`src/cdfd_pkg.sv`:
```
package cdfd_pkg;
  // ****************************************
  // Timing
  // ****************************************
  localparam int CLK_KHZ        = 125000;
  localparam int QUAL_TIME_US   = 4000;
  localparam int QUAL_CYCLES    = QUAL_TIME_US * CLK_KHZ / 1000;
  localparam int TX_LIMIT_MS    = 1000;
  localparam int TX_LIMIT_CYC   = TX_LIMIT_MS * CLK_KHZ;
  localparam int WD_TIMEOUT_MS  = 1500;
  localparam int WD_TIMEOUT_CYC = WD_TIMEOUT_MS * CLK_KHZ;
  localparam int CNT_W          = 28;

  // ****************************************
  // Register map
  // ****************************************
  localparam int         ADDR_W          = 5;
  localparam logic [4:0] ADDR_CTRL       = 5'h00;
  localparam logic [4:0] ADDR_STATUS     = 5'h04;
  localparam logic [4:0] ADDR_INT_STATUS = 5'h08;
  localparam logic [4:0] ADDR_INT_CLEAR  = 5'h0C;
  localparam logic [4:0] ADDR_INT_ENABLE = 5'h10;
  localparam int         CTRL_CLAMP_BIT  = 0;
  localparam logic       CTRL_CLAMP_RST  = 1'h1;
  localparam int         ST_CD_BIT       = 0;
  localparam int         ST_TX_BIT       = 1;
  localparam int         ST_WD_BIT       = 2;
  localparam int         ST_STATE_LSB    = 3;
  localparam int         IRQ_W           = 4;
  localparam logic [3:0] INT_EN_RST      = 4'h0;

  // ****************************************
  // Types
  // ****************************************
  typedef enum logic [1:0] {
    CD_IDLE    = 2'b00,
    CD_QUALIFY = 2'b01,
    CD_PRESENT = 2'b10,
    CD_HOLD    = 2'b11
  } cd_state_t;

  typedef struct packed {
    logic wd_expired;
    logic tx_timeout;
    logic carrier_lost;
    logic carrier_gained;
  } irq_bits_t;
endpackage

```
`src/carrier_detect_frame_detector.sv`:
```
// Behaviour
// - Carrier-present goes low only after amplitude above threshold for qualify time.
// - Carrier-present stays low at least qualify time after signal drops.
// - With clamping on, receive data forced idle while amplitude below level; code clamps in receive mode only, passes demodulator data in transmit.
// - Transmit data held at 0 in receive mode disables clamping.
// - Unclamped receive data passes demodulator output unchanged, noise included.
// - Mode select input at 0 means transmit, at 1 receive.
// - Transmit held longer than one second reverts to receive.
// - No watchdog falling edge for 1.5 s drives reset output high.
//
// Added by the designer: the Avalon-MM interface to the registers and the register offsets.
`timescale 1ns/10ps
module carrier_detect_frame_detector #(
  parameter int QUAL_CYCLES    = cdfd_pkg::QUAL_CYCLES,
  parameter int TX_LIMIT_CYC   = cdfd_pkg::TX_LIMIT_CYC,
  parameter int WD_TIMEOUT_CYC = cdfd_pkg::WD_TIMEOUT_CYC
) (
  input  wire logic                        i_clk,
  input  wire logic                        i_rst,
  input  wire logic                        i_carrier_above,
  input  wire logic                        i_demod_data,
  input  wire logic                        i_txd,
  input  wire logic                        i_rx_tx_sel,
  input  wire logic                        i_watchdog,
  output logic                             o_carrier_present_n,
  output logic                             o_rxd,
  output logic                             o_tx_mode,
  output logic                             o_reset_out,
  output logic                             o_irq,
  input  wire logic [cdfd_pkg::ADDR_W-1:0] i_address,
  input  wire logic                        i_read,
  input  wire logic                        i_write,
  input  wire logic [31:0]                 i_writedata,
  input  wire logic [3:0]                  i_byteenable,
  output logic [31:0]                      o_readdata,
  output logic                             o_waitrequest
);
  localparam int                     CW       = cdfd_pkg::CNT_W;
  localparam logic [CW-1:0]          QUAL_LAST = CW'(QUAL_CYCLES - 1);
  localparam logic [CW-1:0]          TX_LAST  = CW'(TX_LIMIT_CYC - 1);
  localparam logic [CW-1:0]          WD_LAST  = CW'(WD_TIMEOUT_CYC - 1);

  cdfd_pkg::cd_state_t               cd_state_r;
  cdfd_pkg::cd_state_t               cd_state_nxt;
  logic [CW-1:0]                     cd_cnt_r;
  logic [CW-1:0]                     tx_cnt_r;
  logic                              tx_timeout_r;
  logic                              tx_timeout_nxt;
  logic [CW-1:0]                     wd_cnt_r;
  logic                              wd_prev_r;
  logic                              wd_fall;
  logic                              clamp_en_r;
  logic                              clamp_active;
  logic                              rd_pend_r;
  logic                              wr_ok;
  cdfd_pkg::irq_bits_t               int_status_r;
  cdfd_pkg::irq_bits_t               int_enable_r;
  cdfd_pkg::irq_bits_t               events;
  cdfd_pkg::irq_bits_t               clear_bits;

  // ****************************************
  // Carrier qualification
  // ****************************************
  always_comb begin
    cd_state_nxt = cd_state_r;
    case (cd_state_r)
      cdfd_pkg::CD_IDLE: begin
        if (i_carrier_above) begin
          cd_state_nxt = cdfd_pkg::CD_QUALIFY;
        end
      end
      cdfd_pkg::CD_QUALIFY: begin
        if (!i_carrier_above) begin
          cd_state_nxt = cdfd_pkg::CD_IDLE;
        end else if (cd_cnt_r == QUAL_LAST) begin
          cd_state_nxt = cdfd_pkg::CD_PRESENT;
        end
      end
      cdfd_pkg::CD_PRESENT: begin
        if (!i_carrier_above) begin
          cd_state_nxt = cdfd_pkg::CD_HOLD;
        end
      end
      cdfd_pkg::CD_HOLD: begin
        if (i_carrier_above) begin
          cd_state_nxt = cdfd_pkg::CD_PRESENT;
        end else if (cd_cnt_r == QUAL_LAST) begin
          cd_state_nxt = cdfd_pkg::CD_IDLE;
        end
      end
      default: begin
        cd_state_nxt = cdfd_pkg::CD_IDLE;
      end
    endcase
  end

  always_ff @(posedge i_clk) begin
    if (i_rst) begin
      cd_state_r <= cdfd_pkg::CD_IDLE;
    end else begin
      cd_state_r <= cd_state_nxt;
    end
  end

  always_ff @(posedge i_clk) begin
    if (i_rst || cd_state_nxt != cd_state_r) begin
      cd_cnt_r <= '0;
    end else if (cd_cnt_r != QUAL_LAST) begin
      cd_cnt_r <= cd_cnt_r + CW'(1);
    end
  end

  always_ff @(posedge i_clk) begin
    if (i_rst) begin
      o_carrier_present_n <= 1'h1;
    end else begin
      o_carrier_present_n <= !(cd_state_nxt == cdfd_pkg::CD_PRESENT || cd_state_nxt == cdfd_pkg::CD_HOLD);
    end
  end

  // ****************************************
  // Receive data clamping
  // ****************************************
  // Transmit data low unclamps
  assign clamp_active = clamp_en_r && !o_tx_mode && i_txd;

  always_ff @(posedge i_clk) begin
    if (i_rst) begin
      o_rxd <= 1'h1;
    end else if (clamp_active && !i_carrier_above) begin
      o_rxd <= 1'h1;
    end else begin
      o_rxd <= i_demod_data;
    end
  end

  // ****************************************
  // Mode select and transmit limit
  // ****************************************
  assign tx_timeout_nxt = !i_rx_tx_sel && (tx_timeout_r || tx_cnt_r == TX_LAST);

  always_ff @(posedge i_clk) begin
    if (i_rst || i_rx_tx_sel) begin
      tx_cnt_r <= '0;
    end else if (tx_cnt_r != TX_LAST) begin
      tx_cnt_r <= tx_cnt_r + CW'(1);
    end
  end

  always_ff @(posedge i_clk) begin
    if (i_rst) begin
      tx_timeout_r <= 1'h0;
    end else begin
      tx_timeout_r <= tx_timeout_nxt;
    end
  end

  always_ff @(posedge i_clk) begin
    if (i_rst) begin
      o_tx_mode <= 1'h0;
    end else begin
      o_tx_mode <= !i_rx_tx_sel && !tx_timeout_nxt;
    end
  end

  // ****************************************
  // Watchdog
  // ****************************************
  assign wd_fall = wd_prev_r && !i_watchdog;

  always_ff @(posedge i_clk) begin
    if (i_rst) begin
      wd_prev_r <= 1'h0;
    end else begin
      wd_prev_r <= i_watchdog;
    end
  end

  always_ff @(posedge i_clk) begin
    if (i_rst || wd_fall) begin
      wd_cnt_r <= '0;
    end else if (wd_cnt_r != WD_LAST) begin
      wd_cnt_r <= wd_cnt_r + CW'(1);
    end
  end

  always_ff @(posedge i_clk) begin
    if (i_rst || wd_fall) begin
      o_reset_out <= 1'h0;
    end else if (wd_cnt_r == WD_LAST) begin
      o_reset_out <= 1'h1;
    end
  end

  // ****************************************
  // Interrupts
  // ****************************************
  assign events.carrier_gained = cd_state_r == cdfd_pkg::CD_QUALIFY && cd_state_nxt == cdfd_pkg::CD_PRESENT;
  assign events.carrier_lost   = cd_state_r == cdfd_pkg::CD_HOLD && cd_state_nxt == cdfd_pkg::CD_IDLE;
  assign events.tx_timeout     = tx_timeout_nxt && !tx_timeout_r;
  assign events.wd_expired     = !wd_fall && wd_cnt_r == WD_LAST && !o_reset_out;
  assign wr_ok                 = i_write && i_byteenable[0];
  assign clear_bits            = (wr_ok && i_address == cdfd_pkg::ADDR_INT_CLEAR) ?
                                 cdfd_pkg::irq_bits_t'(i_writedata[cdfd_pkg::IRQ_W-1:0]) : '0;

  always_ff @(posedge i_clk) begin
    if (i_rst) begin
      int_status_r <= '0;
    end else begin
      int_status_r <= (int_status_r & ~clear_bits) | events;
    end
  end

  assign o_irq = |(int_status_r & int_enable_r);

  // ****************************************
  // Register bus
  // ****************************************
  always_ff @(posedge i_clk) begin
    if (i_rst) begin
      clamp_en_r   <= cdfd_pkg::CTRL_CLAMP_RST;
      int_enable_r <= cdfd_pkg::INT_EN_RST;
    end else if (wr_ok && i_address == cdfd_pkg::ADDR_CTRL) begin
      clamp_en_r <= i_writedata[cdfd_pkg::CTRL_CLAMP_BIT];
    end else if (wr_ok && i_address == cdfd_pkg::ADDR_INT_ENABLE) begin
      int_enable_r <= cdfd_pkg::irq_bits_t'(i_writedata[cdfd_pkg::IRQ_W-1:0]);
    end
  end

  assign o_waitrequest = i_read && !rd_pend_r;

  always_ff @(posedge i_clk) begin
    if (i_rst) begin
      rd_pend_r <= 1'h0;
    end else begin
      rd_pend_r <= i_read && !rd_pend_r;
    end
  end

  always_ff @(posedge i_clk) begin
    if (i_rst) begin
      o_readdata <= '0;
    end else if (i_read && !rd_pend_r) begin
      o_readdata <= '0;
      case (i_address)
        cdfd_pkg::ADDR_CTRL: begin
          o_readdata[cdfd_pkg::CTRL_CLAMP_BIT] <= clamp_en_r;
        end
        cdfd_pkg::ADDR_STATUS: begin
          o_readdata[cdfd_pkg::ST_CD_BIT]                          <= !o_carrier_present_n;
          o_readdata[cdfd_pkg::ST_TX_BIT]                          <= o_tx_mode;
          o_readdata[cdfd_pkg::ST_WD_BIT]                          <= o_reset_out;
          o_readdata[cdfd_pkg::ST_STATE_LSB+1:cdfd_pkg::ST_STATE_LSB] <= cd_state_r;
        end
        cdfd_pkg::ADDR_INT_STATUS: begin
          o_readdata[cdfd_pkg::IRQ_W-1:0] <= int_status_r;
        end
        cdfd_pkg::ADDR_INT_ENABLE: begin
          o_readdata[cdfd_pkg::IRQ_W-1:0] <= int_enable_r;
        end
        default: begin
          o_readdata <= '0;
        end
      endcase
    end
  end

  // ****************************************
  // Assertions
  // ****************************************
  int unsigned above_run_r;
  int unsigned below_run_r;

  always_ff @(posedge i_clk) begin
    if (i_rst) begin
      above_run_r <= 0;
      below_run_r <= 0;
    end else begin
      above_run_r <= i_carrier_above ? above_run_r + 1 : 0;
      below_run_r <= i_carrier_above ? 0 : below_run_r + 1;
    end
  end

  a_cd_qualify_time: assert property (@(posedge i_clk) disable iff (i_rst)
    $fell(o_carrier_present_n) |-> above_run_r >= QUAL_CYCLES)
    else $error("Carrier present asserted before qualify time");
  a_cd_hold_time: assert property (@(posedge i_clk) disable iff (i_rst)
    $rose(o_carrier_present_n) |-> below_run_r >= QUAL_CYCLES)
    else $error("Carrier present released before hold time");
  a_clamp_idle_data: assert property (@(posedge i_clk) disable iff (i_rst)
    (clamp_en_r && !o_tx_mode && i_txd && !i_carrier_above) |=> o_rxd)
    else $error("Receive data not clamped idle");
  a_unclamp_pass: assert property (@(posedge i_clk) disable iff (i_rst)
    (!o_tx_mode && !i_txd) |=> o_rxd == $past(i_demod_data))
    else $error("Receive data clamped with transmit data low");
  a_carrier_pass: assert property (@(posedge i_clk) disable iff (i_rst)
    i_carrier_above |=> o_rxd == $past(i_demod_data))
    else $error("Receive data altered above level");
  a_mode_receive: assert property (@(posedge i_clk) disable iff (i_rst)
    i_rx_tx_sel |=> !o_tx_mode)
    else $error("Transmit mode while receive selected");
  a_mode_transmit: assert property (@(posedge i_clk) disable iff (i_rst)
    ($fell(i_rx_tx_sel) && !tx_timeout_r) |=> o_tx_mode)
    else $error("Transmit select not followed");
  a_tx_revert_limit: assert property (@(posedge i_clk) disable iff (i_rst)
    (o_tx_mode && tx_cnt_r == TX_LAST) |=> !o_tx_mode)
    else $error("Transmit mode exceeded limit");
  a_wd_reset_out: assert property (@(posedge i_clk) disable iff (i_rst)
    $rose(o_reset_out) |-> $past(wd_cnt_r) == WD_LAST && !$past(wd_fall))
    else $error("Reset output without timeout");
  a_wd_edge_clear: assert property (@(posedge i_clk) disable iff (i_rst)
    wd_fall |=> !o_reset_out [*2])
    else $error("Reset output not cleared by edge");

  c_carrier_found: cover property (@(posedge i_clk) disable iff (i_rst) $fell(o_carrier_present_n));
  c_carrier_gone: cover property (@(posedge i_clk) disable iff (i_rst) $rose(o_carrier_present_n));
  c_tx_revert: cover property (@(posedge i_clk) disable iff (i_rst) $rose(tx_timeout_r));
  c_wd_expire: cover property (@(posedge i_clk) disable iff (i_rst) $rose(o_reset_out));
endmodule

```
`config.mk`:
```
export PLATFORM = sky130hd
export DESIGN_NAME = carrier_detect_frame_detector
export DESIGN_NICKNAME = d
export VERILOG_FILES = /design/src/cdfd_pkg.sv /design/src/carrier_detect_frame_detector.sv
export SDC_FILE = /design/constraint.sdc
export NUM_CORES = 1
export LEC_CHECK = 0
export BUFFER_PORTS_ARGS = -buffer_cell sky130_fd_sc_hd__buf_2
export CAP_MARGIN = 30
export CORE_AREA = 2 2 111 113
export CTS_BUF_LIST = sky130_fd_sc_hd__clkbuf_16
export DETAILED_ROUTE_END_ITERATION = 10
export DIE_AREA = 0 0 113 115
export GPL_TIMING_DRIVEN = 0
export PLACE_DENSITY = 0.64
export SYNTH_ARGS = -nofsm -noshare
export SYNTH_HDL_FRONTEND = slang
export SYNTH_SLANG_ARGS = --single-unit
```
`constraint.sdc`:
```
create_clock -name i_clk -period 3.66 [get_ports i_clk]
set_input_delay 0.366 -clock i_clk [delete_from_list [all_inputs] [get_ports i_clk]]
set_output_delay 0.366 -clock i_clk [all_outputs]
set_load 0.01 [all_outputs]
```
* Word-level counts from Yosys, hierarchy flattened *
Index checks and enable logic that the tools add are counted.

word-level totals
  flip-flop bits (word level) = 107
  bits in latches = 0
  bits in writable memories = 0
  ROM bits = 0
  input bits = 50
  output and inout bits = 38
  word-level logic and storage cells = 94
  memories kept = 0

cells by class
  add/sub/neg operators = 3
  $mul = 0
  divide/modulo/power cells = 0
  order comparisons = 0
  equality and inequality tests = 16
  shift operators = 0
  mux-type cells = 11
  bitwise logic cells = 5
  reduce and logical (&&, ||, !) cells = 38

operator list
  kind                                                                     count
  28-bit by 1-bit adder with 28-bit output, second input constant          3
  28-bit by 19-bit equality test with 1-bit output, second input constant  1
  28-bit by 27-bit equality test with 1-bit output, second input constant  1
  28-bit equality test, second input constant                              1
  28-bit by 19-bit != test with 1-bit output, second input constant        1
  28-bit by 27-bit != test with 1-bit output, second input constant        1
  28-bit != test, second input constant                                    1
  1-bit logical AND                                                        16
  2-bit 2-to-1 mux                                                         6
  1-bit logical NOT                                                        11
  5-bit by 4-bit equality test with 1-bit output, second input constant    2
  3-bit case mux with 3 select lines                                       1
  4-bit bitwise AND                                                        2
  2-bit equality test, second input constant                               4
  2-bit case mux with 4 select lines                                       1
  5-bit by 3-bit equality test with 1-bit output, second input constant    1
  5-bit equality test, second input constant                               1
  5-bit logical NOT                                                        1
  1-bit logical OR                                                         5
  2-bit logical NOT                                                        2
  4-bit 2-to-1 mux                                                         1
  4-bit inverter                                                           1
  4-bit OR                                                                 1
  1-bit case mux with 4 select lines                                       1
  other kinds (7)                                                          7

* Logic depth before layout (Yosys ltp) *
  word-level depth = 7
  gate-level depth with buffers = 7

* Worst setup path after synthesis *
OpenSTA, ideal clock, no wires.

  path type = register -> register
  start = register tx_cnt_r[0]
  end = register tx_cnt_r[22]
  setup time = 0.128 ns
  arrival = 1.657 ns
  data required time = 3.532 ns
  path slack = 1.876 ns
  stages on the path, launching flop included = 8
  path buffers = 1
  cell sequence = dfxtp_1 ha_1 nand3_2 or3_4 buf_6 nor4_4 xnor2_1 nor2_1

between the ends
  word-level cells in the longest chain between the ends = 1
  elaborated cells on any way between the ends = 2
  classes of those cells = 1 x add/sub; 1 x eq/ne

ends and longest elaborated chain
  item                                                                                                    RTL line                                                                    RTL
  start, declared                                                                                         carrier_detect_frame_detector.sv:46                                         logic [CW-1:0] tx_cnt_r;
  start signal, assigned                                                                                  carrier_detect_frame_detector.sv:146                                        tx_cnt_r <= tx_cnt_r + CW'(1);
  28-bit by 1-bit adder with 28-bit output or 28-bit by 27-bit != test with 1-bit output (tied branches)  carrier_detect_frame_detector.sv:146, carrier_detect_frame_detector.sv:145

Several ways; a longest one is shown, not always the timed one.
A chain may end at the register's enable or synchronous reset.

* Final worst setup path *
  start = register cd_cnt_r[0]
  end = register cd_cnt_r[16]

between the ends
  word-level cells in the longest chain between the ends = 6
  elaborated cells on any way between the ends = 10
  classes of those cells = 1 x add/sub; 3 x eq/ne; 5 x mux; 1 x reduce/logical

ends and longest elaborated chain
  item                                              RTL line                                                                  RTL
  start, declared                                   carrier_detect_frame_detector.sv:45                                       logic [CW-1:0] cd_cnt_r;
  start signal, assigned                            carrier_detect_frame_detector.sv:109                                      cd_cnt_r <= cd_cnt_r + CW'(1);
  28-bit by 19-bit equality test with 1-bit output  carrier_detect_frame_detector.sv:75, carrier_detect_frame_detector.sv:87
  2-bit 2-to-1 mux, on equally long branches        carrier_detect_frame_detector.sv:87, carrier_detect_frame_detector.sv:75
  2-bit 2-to-1 mux, on equally long branches        carrier_detect_frame_detector.sv:85, carrier_detect_frame_detector.sv:73
  2-bit case mux with 4 select lines                carrier_detect_frame_detector.sv:66                                       case (cd_state_r)
  2-bit != test                                     carrier_detect_frame_detector.sv:106                                      if (i_rst || cd_state_nxt != cd_state_r) begin
  1-bit logical OR                                  carrier_detect_frame_detector.sv:106

Several ways; a longest one is shown, not always the timed one.

==> flow_summary.toml <==
[critical_path]
arrival_ns = 2.25
cpMostUsedCell = "nand4_1"
cp-startpoint = "cd_cnt_r[0]"
cp_num_buf_inv = 0
worst-r2r-setup-slack_ns = 1.66
critical_path.top_delay_family = "simple AND/OR/NAND/NOR gates"
reg2regPathDepth = 6
worstReg2RegStart = "cd_cnt_r[0]"
endpoint_kind = "register"
start_kind = "register"
cp_max_fo = 5
slowest_stage = "nor4_1"
crit_chain = "ha_1 > nand4_1 > nor4_1 > nand4_1 > xor2_1 > nor2_1"
path_class = "reg2reg"
cp.required_ns = 3.90
timing.rr.end = "cd_cnt_r[16]"
slowest_delay_ns = 0.68
crit_cells = 6

[global_routing]
antenna_found_initial = 0
grtUsageTotal = 0.172
grt_pass1_wl_um = 18500
overflow = 0
grt_max_degree = 20
grt_pass1_vias = 3958

[min_path]
hold_start = "i_demod_data"
hold_path_end = "o_rxd"
hold_depth = 2
min_path_type = "in2reg"

[floorplan]
num_rows = 40
die_w_um = 113
core_area_sq_um = 11800
die_h_um = 115
initial_core_util = 0.443
ios = 88
die_area_sq_um = 13000

[synthesis]
synthArstFlopShare = 0
syn_inst = 609
synth_seq_cells = 107
synth_fa_ha_area_frac = 0.00718
ys_types = 55
netlist_area_sq_um = 5230
yosys_warnings = 0
synth-xor-area-share = 0.106
synth_top_family_by_area = "simple AND/OR/NAND/NOR gates"
synth_flop_cell = "dfxtp_1"
seq_area_frac_synth = 0.410
syn_avg_cell_area_sq_um = 8.59
muxShareOfSynthArea = 0.0172
synth_compound_area_frac = 0.0660
synth_edf_count = 0
yosys.area_share.simple = 0.323

[flow_run]
max-cap-violations = 0

[timing]
hold_viol = 0
finalSetupViolations = 0
slew_violations = 0
min_period_ns = 2.00
fmax_mhz = 499
skew_ns = 0.0130
fin_tns_setup_ns = 0
maxSlewHeadroom = 0.498
rsz0062_at_grt = "false"
finalCritPeriodShare = 0.548
tightest_slew_ns = 0.746

[detailed_routing]
first_pass_iters = 8
wl_per_cell_um = 13.0
drt-total-wl_um = 10700
vias = 4328
ant_nets = 0
drtIter0Drc = 220
drcViolationCount = 7
viasPerCell = 5.24

[clock_tree]
clk_latency_ns = 0.35
clk_pin_slew_worst_paths_ns = 0.07
root_buffer = "clkbuf_16"
cts_made_buffers = 9
ctsResizeCount = 0
htree_levels = 3
clock_sinks = 107
clockBufferDepth = 2
cts_tree = "built"
cts_setup_buffers = 0
holdBufCountCts = 0

[final_layout]
nNetsFinal = 727
layout-drive-gt1-share = 0.144
multiInputGateArea_sq_um = 2820
area_delta_synth_final_pct = 14.0
final_area_sq_um = 5960
seq_area_sq_um = 2140
nFillCells = 1103
insertedDiodeCount = 0

[outcome]
violations = "DRC"
status = "complete, but fails checks"

[placed_design]
portBuffers = 28
place_area_sq_um = 5650
gp_congestion = 0.853
dpl.hpwl_um = 7870

[power]
p_leak_nw = 2.15
power_density_nw_per_um2 = 385
peakVddDrop_mv = 0.210
power_mw = 2.29
==> area by class of cell <==
| cell class | count | share of cell area |
|---|---|---|
| Sequential cell | 107 | 0.359 |
| Inverter | 15 | 0.00945 |
| Clock inverter | 7 | 0.0141 |
| Tap cell | 147 | 0.0309 |
| Multi-Input combinational cell | 467 | 0.473 |
| Timing Repair Buffer | 28 | 0.0235 |
| Buffer | 46 | 0.0525 |
| Clock buffer | 9 | 0.0378 |
==> power breakdown <==
part,switching [mW],internal [mW]
Combinational,0.0675,0.0470
Clock,0.458,0.541
Sequential,0.00730,1.17
==> placed cells by master (no fill, tap or decap), drive strengths merged, types with 3 or more instances in the layout <==
| cell | count |
|---|---|
| a22oi | 6 |
| nand2b | 6 |
| nor2b | 5 |
| clkinv | 3 |
| xor2 | 16 |
| nand2 | 48 |
| a31o | 3 |
| or2 | 3 |
| nor3 | 16 |
| o21ai | 12 |
| ha | 3 |
| and3 | 8 |
| nor4b | 8 |
| conb | 27 |
| a31oi | 3 |
| nand4 | 23 |
| dfxtp | 107 |
| buf | 66 |
| and4 | 15 |
| a21oi | 19 |
| xnor2 | 47 |
| clkbuf | 17 |
| or3 | 14 |
| o211ai | 5 |
| or4 | 4 |
| mux2i | 9 |
| inv | 17 |
| nor4 | 24 |
| nand3 | 26 |
| nor2 | 99 |
==> stage by stage <==
stage               std cells   util  worst slack (ns)  hold WS [ns]
finish                    826  0.505              1.66         0.198
global placement          810  0.478              1.71         0.427
global route              826  0.505              1.47         0.206
floorplan                 635      -              1.88         0.414
CTS                       826  0.505              1.66         0.188
detailed placement        810  0.478              1.67         0.428
==> worst max path at each step <==
stage and endpoint:
2_1_floorplan tx_cnt_r[22], 3_3_place_gp wd_cnt_r[1], 3_5_place_dp cd_cnt_r[24], 4_1_cts cd_cnt_r[24], 5_1_grt wd_cnt_r[1], 6_report cd_cnt_r[16]
==> per-layer routing <==
| layer | share of wire | GRT usage | vias to the layer above |
|---|---|---|---|
| li1 | - | - | 2230 |
| met5 | 0 | 0 | - |
| met1 | 0.47 | 0.217 | 2012 |
| met2 | 0.48 | 0.290 | 78 |
| met4 | 0.0090 | 0.0480 | 0 |
| met3 | 0.037 | 0.0480 | 8 |
==> cell families (layout without fill, tap and decap cells) <==
kind of cell / count (synthesis) / count (layout)
AO/OA/AOI/OAI: 56 / 56
other: 1 / 27
buffers and inverters: 61 / 105
XOR/XNOR: 63 / 63
adder cells (fa/ha/maj): 3 / 3
multiplexers: 9 / 9
AND/OR/NAND/NOR: 309 / 309
flip-flops: 107 / 107
==> flip-flops by register name, indices dropped and copies added, names as in the netlist <==
register,flops
cd_cnt_r,28
tx_cnt_r,28
wd_cnt_r,28
o_readdata,5
int_enable_r,4
int_status_r,4
cd_state_r,2
clamp_en_r,1
o_carrier_present_n,1
o_reset_out,1
o_rxd,1
o_tx_mode,1
rd_pend_r,1
tx_timeout_r,1
wd_prev_r,1
==> cells in the mapped netlist (15+ instances only) <==
library cell | instances | share of area
nand4_1 | 20 | 0.024
a21oi_1 | 19 | 0.018
nor4_1 | 21 | 0.025
nor3_1 | 16 | 0.015
xor2_1 | 16 | 0.027
nor2_1 | 99 | 0.071
nand2_1 | 47 | 0.034
xnor2_1 | 47 | 0.079
inv_1 | 15 | 0.011
nand3_1 | 25 | 0.024
dfxtp_1 | 107 | 0.41
buf_4 | 30 | 0.043
Note: power is estimated with default switching activity, not from simulation.
